[config.mk]
export PLATFORM = sky130hd
export DESIGN_NAME = right_adc_route_regs
export DESIGN_NICKNAME = d
export VERILOG_FILES = /design/src/hw/right_route_pkg.sv /design/src/hw/line_input_route.sv /design/src/hw/soft_step_pacer.sv /design/src/hw/right_adc_route_regs.sv
export VERILOG_INCLUDE_DIRS = /design/src /design/src/hw
export SDC_FILE = /design/constraint.sdc
export NUM_CORES = 1
export LEC_CHECK = 0
export ABC_AREA = 1
export BUFFER_PORTS_ARGS = -buffer_cell sky130_fd_sc_hd__buf_2
export CAP_MARGIN = 30
export CELL_PAD_IN_SITES_DETAIL_PLACEMENT = 2
export CELL_PAD_IN_SITES_GLOBAL_PLACEMENT = 2
export CORE_MARGIN = 3
export CORE_UTILIZATION = 32
export CTS_CLUSTER_DIAMETER = 60
export DETAILED_ROUTE_END_ITERATION = 8
export PLACE_DENSITY = 0.85
export SYNTH_ARGS = -nofsm -noshare
export SYNTH_HDL_FRONTEND = slang
export SYNTH_SLANG_ARGS = --single-unit
[constraint.sdc]
create_clock -name ref_clk_i -period 2.13 [get_ports ref_clk_i]
set_clock_uncertainty 0.15 [all_clocks]
set_input_delay 0.1065 -clock ref_clk_i [delete_from_list [all_inputs] [get_ports ref_clk_i]]
set_output_delay 0.1065 -clock ref_clk_i [all_outputs]
set_load 0.01 [all_outputs]
[src/hw/right_route_defs.svh]
`ifndef RIGHT_ROUTE_DEFS_SVH
`define RIGHT_ROUTE_DEFS_SVH

// ==========================================================
// Register map
`define RT_ADDR_LINE_ONE 8'h16
`define RT_ADDR_LINE_TWO 8'h17
`define RT_RST_LINE_ONE 8'h78
`define RT_RST_LINE_TWO 8'h78
`define RT_RDATA_NONE 8'h00

// ==========================================================
// Field positions; mode and level fields are shared by both registers
`define RT_MODE_BIT 7
`define RT_LEVEL_MSB 6
`define RT_LEVEL_LSB 3
`define RT_POWER_BIT 2
`define RT_BIAS_BIT 2
`define RT_STEP_MSB 1
`define RT_STEP_LSB 0

// Read-only low bits of the second register always hold zero
`define RT_LINE_TWO_WR_MASK 8'hfc
`define RT_LINE_TWO_RO_ZERO 2'h0

// ==========================================================
// Level field codes
`define RT_LEVEL_MAX 4'h8
`define RT_LEVEL_OFF 4'hf
// Attenuation in half-dB units: each code step is 1.5 dB
`define RT_ATTEN_PER_CODE 5'h03
`define RT_ATTEN_NONE 5'h00

`endif

[src/hw/right_route_pkg.sv]
package right_route_pkg;

    // ==========================================================
    // Gain-stage soft-stepping rate codes
    typedef enum logic [1:0] {
        STEP_EVERY_SAMPLE = 2'b00,
        STEP_EVERY_TWO = 2'b01,
        STEP_OFF_LOW = 2'b10,
        STEP_OFF_HIGH = 2'b11
    } step_rate_type;

    // ==========================================================
    // Pacer phase within a pair of sample periods
    typedef enum logic {
        PHASE_FIRST = 1'b0,
        PHASE_SECOND = 1'b1
    } phase_type;

endpackage

[src/hw/line_input_route.sv]
`timescale 1ns/1ps
`include "right_route_defs.svh"

module line_input_route (
    input wire logic ref_clk_i,
    input wire logic rst_n_i,
    input wire logic [3:0] level_i,
    output logic connect_o,
    output logic [4:0] atten_o,
    output logic reserved_o
);

    // ==========================================================
    // Level decode
    logic connect_d, connect_q;
    logic [4:0] atten_d, atten_q;
    logic reserved_d, reserved_q;

    // Valid codes connect; reserved codes are treated as open
    always_comb begin
        connect_d = (level_i <= `RT_LEVEL_MAX);
        reserved_d = !connect_d && (level_i != `RT_LEVEL_OFF);
        atten_d = `RT_ATTEN_NONE;
        if (connect_d) begin
            atten_d = 5'({1'b0, level_i} * `RT_ATTEN_PER_CODE);
        end
    end

    // Registered so the analog controls never see a decode glitch
    always_ff @(posedge ref_clk_i or negedge rst_n_i) begin
        if (!rst_n_i) begin
            connect_q <= 1'b0;
            atten_q <= `RT_ATTEN_NONE;
            reserved_q <= 1'b0;
        end else begin
            connect_q <= connect_d;
            atten_q <= atten_d;
            reserved_q <= reserved_d;
        end
    end

    assign connect_o = connect_q;
    assign atten_o = atten_q;
    assign reserved_o = reserved_q;

endmodule // line_input_route

[src/hw/soft_step_pacer.sv]
`timescale 1ns/1ps

module soft_step_pacer
    import right_route_pkg::*;
(
    input wire logic ref_clk_i,
    input wire logic rst_n_i,
    input wire logic [1:0] rate_i,
    input wire logic sample_tick_i,
    output logic step_o,
    output logic off_o
);

    // ==========================================================
    // Step pacing
    phase_type phase_d, phase_q;
    logic step_d, step_q;
    logic off_d, off_q;

    // Phase only advances in the halved mode, so a later switch
    // to it always starts with a skipped sample
    always_comb begin
        phase_d = PHASE_FIRST;
        step_d = 1'b0;
        off_d = 1'b0;
        case (step_rate_type'(rate_i))
            STEP_EVERY_SAMPLE: begin
                step_d = sample_tick_i;
            end
            STEP_EVERY_TWO: begin
                phase_d = phase_q;
                if (sample_tick_i) begin
                    step_d = (phase_q == PHASE_SECOND);
                    phase_d = (phase_q == PHASE_FIRST) ? PHASE_SECOND
                                                       : PHASE_FIRST;
                end
            end
            default: begin
                off_d = 1'b1;
            end
        endcase
    end

    always_ff @(posedge ref_clk_i or negedge rst_n_i) begin
        if (!rst_n_i) begin
            phase_q <= PHASE_FIRST;
            step_q <= 1'b0;
            off_q <= 1'b0;
        end else begin
            phase_q <= phase_d;
            step_q <= step_d;
            off_q <= off_d;
        end
    end

    assign step_o = step_q;
    assign off_o = off_q;

endmodule // soft_step_pacer

[src/hw/right_adc_route_regs.sv]
`timescale 1ns/1ps
`include "right_route_defs.svh"

// Overview of operation
// - First register bit 7 sets input one differential
// - Second register bit 7 sets input two differential
// - Level codes 0-8 give 0 to -12 dB
// - Any valid level code connects input to mixer
// - Code 1111 disconnects input; reset value
// - First register bit 2 powers right channel
// - Bits 1-0 choose soft-step rate or off
// - Second register bit 2 biases unselected inputs
// - Second register bits 1-0 read-only zero

module right_adc_route_regs
    import right_route_pkg::*;
#(
    parameter int ADDR_W = 8,
    parameter int DATA_W = 8
) (
    input wire logic ref_clk_i,
    input wire logic rst_n_i,
    input wire logic [ADDR_W-1:0] reg_addr_i,
    input wire logic reg_wr_i,
    input wire logic [DATA_W-1:0] reg_wdata_i,
    input wire logic reg_rd_i,
    output logic [DATA_W-1:0] reg_rdata_o,
    input wire logic sample_tick_i,
    output logic first_right_line_input_diff_o,
    output logic second_right_line_input_diff_o,
    output logic first_right_line_input_connect_o,
    output logic second_right_line_input_connect_o,
    output logic [4:0] first_right_line_input_atten_o,
    output logic [4:0] second_right_line_input_atten_o,
    output logic level_reserved_o,
    output logic right_adc_power_up_o,
    output logic unselected_bias_o,
    output logic gain_stage_step_o,
    output logic gain_stage_soft_step_off_o
);

    // ==========================================================
    // Elaboration checks
    // Field layout is fixed to byte-wide registers and byte addresses
    if (DATA_W != 8) begin : g_bad_data_w
        $error("DATA_W must be 8");
    end
    if (ADDR_W != 8) begin : g_bad_addr_w
        $error("ADDR_W must be 8");
    end

    // ==========================================================
    // Address decode
    function automatic logic hit(input logic [ADDR_W-1:0] addr,
                                 input logic [ADDR_W-1:0] target);
        hit = (addr == target);
    endfunction

    logic hit_one, hit_two;

    // Decoded once, used by both write and read paths
    assign hit_one = hit(reg_addr_i, `RT_ADDR_LINE_ONE);
    assign hit_two = hit(reg_addr_i, `RT_ADDR_LINE_TWO);

    // ==========================================================
    // Register storage
    logic [DATA_W-1:0] line_one_d, line_one_q;
    logic [DATA_W-1:0] line_two_d, line_two_q;

    // Writes to unmapped addresses are dropped silently
    always_comb begin
        line_one_d = line_one_q;
        line_two_d = line_two_q;
        if (reg_wr_i && hit_one) begin
            line_one_d = reg_wdata_i;
        end else if (reg_wr_i && hit_two) begin
            // Read-only low bits cannot be set by a careless write
            line_two_d = reg_wdata_i & `RT_LINE_TWO_WR_MASK;
        end
    end

    // Reset leaves both inputs open, channel off, bias off
    always_ff @(posedge ref_clk_i or negedge rst_n_i) begin
        if (!rst_n_i) begin
            line_one_q <= `RT_RST_LINE_ONE;
            line_two_q <= `RT_RST_LINE_TWO;
        end else begin
            line_one_q <= line_one_d;
            line_two_q <= line_two_d;
        end
    end

    // ==========================================================
    // Read path
    logic [DATA_W-1:0] rdata_d, rdata_q;

    // Holds the last answer between reads; unmapped reads give zero
    always_comb begin
        rdata_d = rdata_q;
        if (reg_rd_i && hit_one) begin
            rdata_d = line_one_q;
        end else if (reg_rd_i && hit_two) begin
            rdata_d = line_two_q;
        end else if (reg_rd_i) begin
            rdata_d = `RT_RDATA_NONE;
        end
    end

    always_ff @(posedge ref_clk_i or negedge rst_n_i) begin
        if (!rst_n_i) begin
            rdata_q <= `RT_RDATA_NONE;
        end else begin
            rdata_q <= rdata_d;
        end
    end

    assign reg_rdata_o = rdata_q;

    // ==========================================================
    // Field outputs taken straight from the flip-flops
    // Mixed-mode mismatch with the left channel is the host's job
    assign first_right_line_input_diff_o =
        line_one_q[`RT_MODE_BIT];
    assign second_right_line_input_diff_o =
        line_two_q[`RT_MODE_BIT];
    assign right_adc_power_up_o = line_one_q[`RT_POWER_BIT];
    assign unselected_bias_o = line_two_q[`RT_BIAS_BIT];

    // ==========================================================
    // Per-input level decode, one instance per line input
    logic [3:0] level [2];
    logic connect [2];
    logic [4:0] atten [2];
    logic reserved [2];

    assign level[0] = line_one_q[`RT_LEVEL_MSB:`RT_LEVEL_LSB];
    assign level[1] = line_two_q[`RT_LEVEL_MSB:`RT_LEVEL_LSB];

    // Reserved codes leave the input open rather than guess a gain
    for (genvar i = 0; i < 2; i++) begin : g_route
        line_input_route u_route (
            .ref_clk_i(ref_clk_i),
            .rst_n_i(rst_n_i),
            .level_i(level[i]),
            .connect_o(connect[i]),
            .atten_o(atten[i]),
            .reserved_o(reserved[i])
        );
    end

    assign first_right_line_input_connect_o = connect[0];
    assign second_right_line_input_connect_o = connect[1];
    assign first_right_line_input_atten_o = atten[0];
    assign second_right_line_input_atten_o = atten[1];
    // Shows a reserved code got in; storage keeps it for readback
    assign level_reserved_o = reserved[0] | reserved[1];

    // ==========================================================
    // Gain-stage soft-stepping
    soft_step_pacer u_pacer (
        .ref_clk_i(ref_clk_i),
        .rst_n_i(rst_n_i),
        .rate_i(line_one_q[`RT_STEP_MSB:`RT_STEP_LSB]),
        .sample_tick_i(sample_tick_i),
        .step_o(gain_stage_step_o),
        .off_o(gain_stage_soft_step_off_o)
    );

    // ==========================================================
    // Checks
    // Mode bit of input one follows a write one cycle later
    chk_mode_one_write: assert property (
        @(posedge ref_clk_i) disable iff (!rst_n_i)
        (reg_wr_i && hit_one) |=>
            first_right_line_input_diff_o ==
            $past(reg_wdata_i[`RT_MODE_BIT]))
        else $error("input one mode does not follow write");

    // Mode bit of input two follows a write one cycle later
    chk_mode_two_write: assert property (
        @(posedge ref_clk_i) disable iff (!rst_n_i)
        (reg_wr_i && hit_two) |=>
            second_right_line_input_diff_o ==
            $past(reg_wdata_i[`RT_MODE_BIT]))
        else $error("input two mode does not follow write");

    // Attenuation equals code times 1.5 dB when connected
    chk_atten_scale_one: assert property (
        @(posedge ref_clk_i) disable iff (!rst_n_i)
        first_right_line_input_connect_o |->
            first_right_line_input_atten_o ==
            5'({1'b0, $past(level[0])} * `RT_ATTEN_PER_CODE))
        else $error("input one attenuation wrong");

    // Valid code connects input two within one cycle
    chk_valid_connects: assert property (
        @(posedge ref_clk_i) disable iff (!rst_n_i)
        (level[1] <= `RT_LEVEL_MAX) |=>
            second_right_line_input_connect_o)
        else $error("valid code did not connect input two");

    // Off code keeps input one isolated from its second cycle on, for as long as it stands
    chk_off_isolates: assert property (
        @(posedge ref_clk_i) disable iff (!rst_n_i)
        (level[0] == `RT_LEVEL_OFF) [*2] |->
            !first_right_line_input_connect_o &&
            first_right_line_input_atten_o == `RT_ATTEN_NONE)
        else $error("off code left input one connected");

    // Power bit reaches the channel one cycle after the write
    chk_power_write: assert property (
        @(posedge ref_clk_i) disable iff (!rst_n_i)
        (reg_wr_i && hit_one) |=>
            right_adc_power_up_o == $past(reg_wdata_i[`RT_POWER_BIT]))
        else $error("power bit does not follow write");

    // Full-rate stepping answers every tick one cycle later
    chk_step_full_rate: assert property (
        @(posedge ref_clk_i) disable iff (!rst_n_i)
        (sample_tick_i && line_one_q[`RT_STEP_MSB:`RT_STEP_LSB] ==
            STEP_EVERY_SAMPLE) |=> gain_stage_step_o)
        else $error("missed step at full rate");

    // Disabled stepping never steps
    chk_step_disabled: assert property (
        @(posedge ref_clk_i) disable iff (!rst_n_i)
        line_one_q[`RT_STEP_MSB] |=>
            !gain_stage_step_o && gain_stage_soft_step_off_o)
        else $error("step while soft-stepping disabled");

    // Halved rate never steps on two ticks in a row
    chk_step_half_rate: assert property (
        @(posedge ref_clk_i) disable iff (!rst_n_i)
        (line_one_q[`RT_STEP_MSB:`RT_STEP_LSB] == STEP_EVERY_TWO &&
            $stable(line_one_q) && sample_tick_i && gain_stage_step_o)
            |=> !gain_stage_step_o)
        else $error("halved rate stepped on consecutive ticks");

    // Bias bit follows a write one cycle later
    chk_bias_write: assert property (
        @(posedge ref_clk_i) disable iff (!rst_n_i)
        (reg_wr_i && hit_two) |=>
            unselected_bias_o == $past(reg_wdata_i[`RT_BIAS_BIT]))
        else $error("bias bit does not follow write");

    // Reserved low bits of the second register read as zero
    chk_ro_bits_zero: assert property (
        @(posedge ref_clk_i) disable iff (!rst_n_i)
        (reg_rd_i && hit_two) |=>
            reg_rdata_o[`RT_STEP_MSB:`RT_STEP_LSB] ==
            `RT_LINE_TWO_RO_ZERO)
        else $error("read-only bits not zero");

    // A write to the first register followed by a read returns the written byte
    chk_readback_one: assert property (
        @(posedge ref_clk_i) disable iff (!rst_n_i)
        (reg_wr_i && hit_one) ##1 (reg_rd_i && hit_one && !reg_wr_i)
            |=> reg_rdata_o == $past(reg_wdata_i, 2))
        else $error("readback differs from written value");

    // Attenuation of input two equals code times 1.5 dB
    chk_atten_scale_two: assert property (
        @(posedge ref_clk_i) disable iff (!rst_n_i)
        second_right_line_input_connect_o |->
            second_right_line_input_atten_o ==
            5'({1'b0, $past(level[1])} * `RT_ATTEN_PER_CODE))
        else $error("input two attenuation wrong");

    // Valid code connects input one within one cycle
    chk_valid_connects_one: assert property (
        @(posedge ref_clk_i) disable iff (!rst_n_i)
        (level[0] <= `RT_LEVEL_MAX) |=>
            first_right_line_input_connect_o)
        else $error("valid code did not connect input one");

    // Off code keeps input two isolated from its second cycle on, for as long as it stands
    chk_off_isolates_two: assert property (
        @(posedge ref_clk_i) disable iff (!rst_n_i)
        (level[1] == `RT_LEVEL_OFF) [*2] |->
            !second_right_line_input_connect_o &&
            second_right_line_input_atten_o == `RT_ATTEN_NONE)
        else $error("off code left input two connected");

    // Gain and open codes never raise the reserved-code flag
    chk_reserved_quiet: assert property (
        @(posedge ref_clk_i) disable iff (!rst_n_i)
        ((level[0] <= `RT_LEVEL_MAX || level[0] == `RT_LEVEL_OFF) &&
            (level[1] <= `RT_LEVEL_MAX || level[1] == `RT_LEVEL_OFF))
            |=> !level_reserved_o)
        else $error("reserved flag raised by a valid code");

    // A step only ever answers a tick of the cycle before
    chk_step_needs_tick: assert property (
        @(posedge ref_clk_i) disable iff (!rst_n_i)
        !sample_tick_i |=> !gain_stage_step_o)
        else $error("step without a sample tick");

    // Write then read of the second register gives the stored byte
    chk_readback_two: assert property (
        @(posedge ref_clk_i) disable iff (!rst_n_i)
        (reg_wr_i && hit_two) ##1 (reg_rd_i && hit_two && !reg_wr_i)
            |=> reg_rdata_o ==
            ($past(reg_wdata_i, 2) & `RT_LINE_TWO_WR_MASK))
        else $error("second register readback differs");

endmodule // right_adc_route_regs

==> key figures, run 1 <==
Yosys
  • Post-synth top cells: dfrtp_1, nand2_1, inv_1, o21ai_2, nand4_1
  • Share of the synthesized area in the top cell type: 40.9%
  • Sequential area share after synthesis: 51.9%
  • Post-synth EDFFs: 0
  • Yosys top cell by area: dfrtp_1
  • Synth Instances: 189
  • #FFs+latches synth: 39
  • Syn. warnings: 0
  • Ys flop type: dfrtp_1
  • Mapped cell area: 1900 µm²
  • Net count after synthesis: 222
  • Post-synth cell types: 26
  • Ys async rst share: 100%
  • Synth Area per Inst: 10.0 µm²
  • Top cells by area, synth: dfrtp_1, dfstp_2, ha_1

CTS
  • Worst skew pair latency: 300 ps
  • CTS tree: built
  • CTS Sinks: 39
  • Clk slew on worst S/H paths: 80 ps
  • Root Driver: clkbuf_8
  • CTS buffer count: 5
  • Post-CTS setup buffer count: 0
  • Hold_buf cts: 10
  • Clk buf depth: 2
  • H-tree depth: 2
  • PostCTS Resize Cnt: 0

STA
  • Setup TNS Final: 0 ps
  • Hold slack: 58.7 ps
  • Worst slew pin tran: 853 ps
  • Max_slew headroom: 43.1%
  • Final Hold Vio Count: 0
  • Period utilisation layout: 86.0%
  • RSZ-0062 raised after global routing: false
  • Slew Limit Fails: 0
  • Final Setup Violations: 0
  • Peak Freq: 0.546 GHz
  • Min Clock Period, post-route: 1830 ps

Final layout
  • Final nets: 282
  • ANT cells: 0
  • Layout cells sized above 1: 34.8%
  • Area Growth Syn to Fin: 25.0%
  • Final core occ: 42.3%

Setup path
  • Reg2Reg Launch Point: line_one_q[5]
  • Worst Setup Path Type: reg2reg
  • CP Capture Type: register
  • Critical Path AT: 1870 ps
  • Critical Path RT: 2170 ps
  • Crit start category: register
  • Crit-path max FO: 6
  • Critical Path Source: line_one_q[5]

Floorplan
  • Die W: 83.0 µm
  • # rows: 27
  • Die Height: 83.0 µm
  • Die ar.: 6890 µm²
  • Starting Density: 33.8%
  • Core area: 5610 µm²
  • I/O pin cnt: 48

Routing
  • DRC Markers: 0
  • Total Wirelength: 4.77 mm
  • Antenna Nets Post-Route: 0
  • Avg Vias per Cell: 4.74
  • Iteration-0 DRC Markers: 74
  • Pre-antenna DRT Iters: 4
  • Via count: 1,527
  • WL per Instance: 14.8 µm

Power
  • Leakage: 1.27 nW
  • Max VDD drop: 0.359 mV
  • Cell Pwr Density: 623 nW/µm²

Placed design
  • Post-DP HPWL: 3.47 mm
  • PortBufs: 47
  • Final Wtd Congestion: 0.733

GRT
  • Initial antenna violation count: 0
  • Global route overflow: 0
  • Global-route wire length before repair: 8.57 mm
  • Total track usage: 15.6%
  • Vias in the first global route: 1,728
  • Pin count of the biggest net entering global routing: 40

Status
  • Outcome: finished, final reports clean

Worst hold path
  • Worst hold path class: in2reg
  • Beginning of the worst hold path: reg_rd_i

Job
  • Max_cap viols: 0
[worst paths after layout]
check                      cells past startpoint  slack, ps                            end
min                                            3         60                 reg_rdata_o[4]
max reg2reg                                    6        300  g_route[0].u_route.atten_o[4]
min reg2reg                                    0        320                  u_pacer.off_o
min in group asynchronous                      2        310  g_route[1].u_route.atten_o[1]
max                                            6        300  g_route[0].u_route.atten_o[4]
max in group asynchronous                      2        990  g_route[1].u_route.atten_o[3]
[sequential cells by signal, indices dropped and copies added, names as in the netlist]
name / cells
u_pacer.off_o: 1
u_pacer.step_o: 1
g_route.u_route.connect_o: 2
line_one_q: 8
line_two_q: 6
u_pacer.phase_q: 1
reg_rdata_o: 8
g_route.u_route.atten_o: 10
g_route.u_route.reserved_o: 2
[layout make-up]
class	count	area, µm²
sequential	39	986
tap	72	90.1
clock buffer	8	80.1
fill	653	3230
multi-input combinational	113	754
timing repair buffer	58	343
inverter	32	120
[metal layers]
metal  global-route usage, %  vias up  share of wire (%)
met3                    3.97        5                3.7
met2                    26.1       36                 51
li1                        -      724                  -
met4                    5.79        0                1.8
met1                    19.2      762                 43
met5                       0        -                  0
[power breakdown]
group,total (W),switching (W),leakage [nW],internal (W)
Clock,0.000491,0.000258,0.0395,0.000233
Combinational,0.000187,0.000110,0.727,0.0000761
Sequential,0.000802,0.0000224,0.499,0.000780
[critical path: stages, from the launching register on]
cell and delay (ps):
dfstp_2 600, inv_1 70, ha_1 210, a21oi_1 410
inv_1 150, nand2_1 100, nor2_1 40
[through the flow]
stage,cells,total power [W],instance area [µm²],setup slack (ps)
after floorplan,189,0.000906,1900,592
after global placement,304,0.000984,2190,489
after detailed placement,304,0.000993,2190,374
after CTS,322,0.00150,2370,272
after global routing,322,0.00157,2370,144
final,322,0.00148,2370,297
[kinds of logic (layout without fill, tap and decap cells)]
| group | after synthesis | count (layout) | share of synthesized area [%] |
|---|---|---|---|
| fa+ha+maj | 12 | 12 | 8.70 |
| xor+xnor | 2 | 2 | 0.923 |
| flops | 39 | 39 | 51.9 |
| simple gates | 75 | 75 | 20.9 |
| buf+inv | 37 | 98 | 8.31 |
| compound gates | 24 | 24 | 9.23 |
[cell usage in the layout (no fill, tap or decap), drive strengths merged, types with 2 or more instances in the layout]
cell,n
clkbuf,8
nand2,35
a21oi,9
o21ai,14
nand3,12
dfstp,8
buf,48
nand4,12
fa,2
dlygate4sd3,10
xor2,2
inv,31
ha,10
dfrtp,31
nor2,14
Note: power is estimated with default switching activity, not from simulation.
==> run 2: changes to the inputs <==
Settings changed: CELL_PAD_IN_SITES_DETAIL_PLACEMENT 2 to unset, CELL_PAD_IN_SITES_GLOBAL_PLACEMENT 2 to unset, CORE_UTILIZATION 32 to 41, PLACE_DENSITY 0.85 to 0.71.
==> run 2 against run 1 <==
  * Global-route usage decreased by 0.55 points
  * Total power grew 2.6%
  * Via count is 4.7% lower
  * Sequential power about the same
  * Sequential cell count unchanged
  * Critical path type unchanged
  * Critical endpoint is now g_route[1].u_route.atten_o[2]
  * Highest routed layer unchanged
==> key figures, run 2 (same netlist as run 1, synthesis figures left out) <==
Power
  • Total power: 0.00152 W
  • Max VDD drop: 0.385 mV
  • Leakage: 1.27 nW
  • Cell Pwr Density: 643 nW/µm²

STA
  • Min Clock Period, post-route: 1660 ps
  • Worst slew pin tran: 838 ps
  • Max_slew headroom: 44.1%
  • Fin worst setup slack: 469 ps
  • Final Setup Violations: 0
  • Slew Limit Fails: 0
  • Period utilisation layout: 78.0%
  • RSZ-0062 raised after global routing: false
  • Final Hold Vio Count: 0
  • Setup TNS Final: 0 ps
  • Peak Freq: 0.602 GHz

Floorplan
  • Die Height: 74.0 µm
  • Die W: 74.0 µm
  • Core area: 4410 µm²
  • Starting Density: 43.0%
  • Die ar.: 5480 µm²
  • I/O pin cnt: 48
  • # rows: 24

Routing
  • Pre-antenna DRT Iters: 4
  • DRC Markers: 0
  • Antenna Nets Post-Route: 0
  • Via count: 1,455
  • WL per Instance: 12.1 µm
  • Avg Vias per Cell: 4.83
  • Iteration-0 DRC Markers: 52
  • Total Wirelength: 3.63 mm

Setup path
  • Reg2reg path depth: 4
  • R2r endpoint: g_route[1].u_route.atten_o[2]
  • CP Capture Type: register
  • CP max-delay cell: dfstp_2
  • Worst Setup Path Type: reg2reg
  • Critical Path RT: 2150 ps
  • Worst Path Buf+Inv: 1
  • CP max stage delay: 610 ps
  • Crit-path max FO: 6
  • CP top delay family: adder cells
  • Cell Chain, Critical Path: ha_1, fa_1, inv_1, nor2_1
  • Reg2Reg Launch Point: line_two_q[4]
  • Crit start category: register
  • Critical Path AT: 1680 ps
  • Worst reg2reg setup slack: 470 ps

Worst hold path
  • Beginning of the worst hold path: reg_rd_i
  • Hold path depth: 3
  • Worst hold path class: in2reg
  • Endpoint, Worst Hold: reg_rdata_o[7]

GRT
  • Initial antenna violation count: 0
  • Global-route wire length before repair: 6.22 mm
  • Global route overflow: 0
  • Pin count of the biggest net entering global routing: 40
  • Total track usage: 15.0%
  • Vias in the first global route: 1,405

Placed design
  • Pre-CTS setup slack: 481 ps
  • Final Wtd Congestion: 0.716
  • Post-DP HPWL: 2.62 mm
  • PortBufs: 47

CTS
  • Clk buf depth: 2
  • CTS tree: built
  • H-tree depth: 2
  • CTS buffer count: 5
  • CTS Sinks: 39
  • Clk slew on worst S/H paths: 70 ps
  • Post-CTS setup buffer count: 0
  • Worst skew pair latency: 290 ps
  • Root Driver: clkbuf_8

Final layout
  • Largest register FFs: 10
  • Final core occ: 53.5%
  • Commonest non-fill, non-tap cell in the layout: buf_2
  • Filler cells: 412
  • Most frequent cells in the layout: buf_2, nand2_1, dfrtp_1
  • ANT cells: 0
  • Final nets: 281
  • Layout cells sized above 1: 35.3%
  • Area Growth Syn to Fin: 24.4%

Job
  • Max_cap viols: 0

Status
  • Outcome: finished, final reports clean
## run 2: area by class of cell
type                       instances  area (µm²)  area share [%]
sequential                        39         986            41.8
multi-input combinational        113         754            32.0
timing repair buffer              57         335            14.2
inverter                          32         120            5.09
clock buffer                       8         100            4.24
tap                               52        65.1            2.76
## run 2: timing repair
action | in CTS | in global routing
hold buffers | 10 | 0
resized for setup | 0 | 0
endpoints found under the hold margin | 47 | 0
## run 2: tightest hold or removal path: stages
cell and delay, ps:
buf_2 180, nand4_1 120, nand3_1 60
## run 2: worst max-delay path by stage
| stage | cells past startpoint | start | end | slack (ps) |
|---|---|---|---|---|
| after global routing | 6 | line_one_q[5] | g_route[0].u_route.atten_o[4] | 310 |
| after detailed placement | 6 | line_one_q[5] | g_route[0].u_route.atten_o[4] | 480 |
| after CTS | 6 | line_one_q[5] | g_route[0].u_route.atten_o[4] | 470 |
| final | 4 | line_two_q[4] | g_route[1].u_route.atten_o[2] | 470 |
| after floorplan | 4 | line_one_q[4] | g_route[0].u_route.atten_o[2] | 590 |
| after global placement | 6 | line_one_q[5] | g_route[0].u_route.atten_o[4] | 490 |
## run 2: stage by stage
| stage | hold slack [ps] | std cells | cell area, µm² |
|---|---|---|---|
| after global routing | 82.4 | 301 | 2360 |
| after floorplan | -339 | 189 | 1900 |
| final | 62.9 | 301 | 2360 |
| after global placement | 107 | 283 | 2160 |
| after detailed placement | 108 | 283 | 2160 |
| after CTS | 52.2 | 301 | 2360 |
## run 2: power by group
part / switching [W] / internal [W] / leakage (nW)
registers: 0.0000212 / 0.000780 / 0.499
clock network: 0.000244 / 0.000295 / 0.0515
logic: 0.000103 / 0.0000746 / 0.722
## run 2: layer usage
metal / routed length (µm) / vias up / share of wire [%] / global-route usage (%)
met2: 1810 / 49 / 50 / 24.0
met4: 38 / 0 / 1.0 / 6.04
met3: 273 / 4 / 7.5 / 4.86
li1: - / 722 / - / -
met1: 1510 / 680 / 42 / 18.8
met5: 0 / - / 0 / 0
==> run 3: changes to the inputs <==
Clock period 2.13 ns to 1.6 ns, I/O delays scaled along.
==> run 3 against run 2 <==
  * Global-route usage fell by 0.42 points
  * Die area unchanged
  * Fmax grew 7.6%
  * Critical path type unchanged
  * Cell count is 3.0% higher
==> key figures, run 3 (same netlist as run 1, synthesis figures left out) <==
Final layout
  • Final nets: 290
  • Layout cells sized above 1: 41.1%
  • Most frequent cells in the layout: buf_2, nand2_1, dfrtp_1
  • Final core occ: 56.4%
  • Commonest non-fill, non-tap cell in the layout: buf_2
  • ANT cells: 0
  • Largest register FFs: 10
  • Post-route insts no fill: 310
  • Area Growth Syn to Fin: 31.1%

Floorplan
  • # rows: 24
  • Die W: 74.0 µm
  • Die ar.: 5480 µm²
  • Die Height: 74.0 µm
  • I/O pin cnt: 48
  • Starting Density: 43.0%
  • Core area: 4410 µm²

GRT
  • Global route overflow: 0
  • Total track usage: 14.6%
  • Vias in the first global route: 1,413
  • Initial antenna violation count: 0
  • Global-route wire length before repair: 6.09 mm
  • Pin count of the biggest net entering global routing: 17

Placed design
  • Final Wtd Congestion: 0.793
  • DP Cell Count: 292
  • Post-DP HPWL: 2.71 mm
  • PortBufs: 47

Power
  • Total power: 0.00204 W
  • Max VDD drop: 0.540 mV
  • Leakage: 1.32 nW
  • Cell Pwr Density: 821 nW/µm²

Setup path
  • Crit-path max FO: 4
  • Cell Chain, Critical Path: ha_1, fa_1, inv_1, nor2_1
  • CP Capture Type: register
  • Crit start category: register
  • CP max stage delay: 570 ps
  • Critical Path RT: 1640 ps
  • Worst Setup Path Type: reg2reg
  • Critical Path AT: 1580 ps
  • Worst reg2reg setup slack: 60 ps
  • CP max-delay cell: dfstp_2

STA
  • Final Setup Violations: 0
  • Min Clock Period, post-route: 1540 ps
  • Slew Limit Fails: 0
  • Period utilisation layout: 96.5%
  • Final Hold Vio Count: 0
  • Worst slew pin tran: 310 ps
  • Max_slew headroom: 79.3%
  • Peak Freq: 0.648 GHz
  • Hold slack: 49.1 ps

CTS
  • CTS Sinks: 39
  • Worst skew pair latency: 290 ps
  • Clk slew on worst S/H paths: 70 ps
  • Clk buf depth: 2
  • CTS tree: built
  • Root Driver: clkbuf_8
  • CTS buffer count: 5
  • H-tree depth: 2

Worst hold path
  • Worst hold path class: in2reg

Routing
  • DRC Markers: 0
  • Total Wirelength: 3.70 mm
  • Antenna Nets Post-Route: 0
  • Via count: 1,471
  • Pre-antenna DRT Iters: 4
  • Iteration-0 DRC Markers: 61
  • Avg Vias per Cell: 4.75
  • WL per Instance: 11.9 µm

Job
  • Max_cap viols: 0

Status
  • Outcome: finished, final reports clean
run 3: cell types whose count changed in the layout (fill, tap and decap cells not counted), sizes merged:
cell	before	now
buf	47	56
run 3: metal layers:
| metal | track usage (%) | wire length [µm] | vias to the layer above |
|---|---|---|---|
| li1 | - | - | 744 |
| met1 | 17.0 | 1580 | 675 |
| met2 | 24.9 | 1780 | 48 |
| met3 | 5.81 | 302 | 4 |
| met4 | 4.02 | 36 | 0 |
| met5 | 0 | 0 | - |
run 3: stage by stage:
step           TNS [ps]  setup WS [ps]  cell area (µm²)
2_1_floorplan         0           61.7             1900
3_3_place_gp          0           87.6             2230
3_5_place_dp          0           45.1             2230
4_1_cts               0           18.3             2430
5_1_grt           -1.13          -1.13             2490
6_report              0           56.5             2490
run 3: power by group:
part	switching [W]	internal [W]
registers	0.0000251	0.00104
clock network	0.000322	0.000393
logic	0.000149	0.000117
run 3: repair_timing:
item / 4_1_cts / 5_1_grt
resized for setup: 1 / 10
gates cloned: 0 / 0
hold endpoints to repair: 53 / 0
buffers inserted: 0 / 0
setup endpoints to repair: 1 / 3
hold buffers: 10 / 0
pin swaps: 0 / 0
run 3: critical path, delay by kind of cell (launching register included):
family	cells	cell delay [ps]
buffers and inverters	1	60
adder cells (fa/ha/maj)	2	640
flip-flops	1	570
AND/OR/NAND/NOR	1	40
run 3: final timing paths:
kind | start | end | cells past startpoint
setup / recovery | line_one_q[3] | g_route[0].u_route.atten_o[2] | 4
hold / removal | reg_rd_i | reg_rdata_o[6] | 3
setup reg to reg | line_one_q[3] | g_route[0].u_route.atten_o[2] | 4
hold reg to reg | line_one_q[1] | u_pacer.off_o | 0
max in group asynchronous | rst_n_i | line_one_q[3] | 3
min in group asynchronous | rst_n_i | g_route[1].u_route.atten_o[1] | 2
run 3: final cells by class:
cell class / instances / area [µm²]
Inverter: 32 / 120
Timing Repair Buffer: 66 / 403
Multi-Input combinational cell: 113 / 815
Sequential cell: 39 / 986
Tap cell: 52 / 65.1
Fill cell: 375 / 1930
Clock buffer: 8 / 100
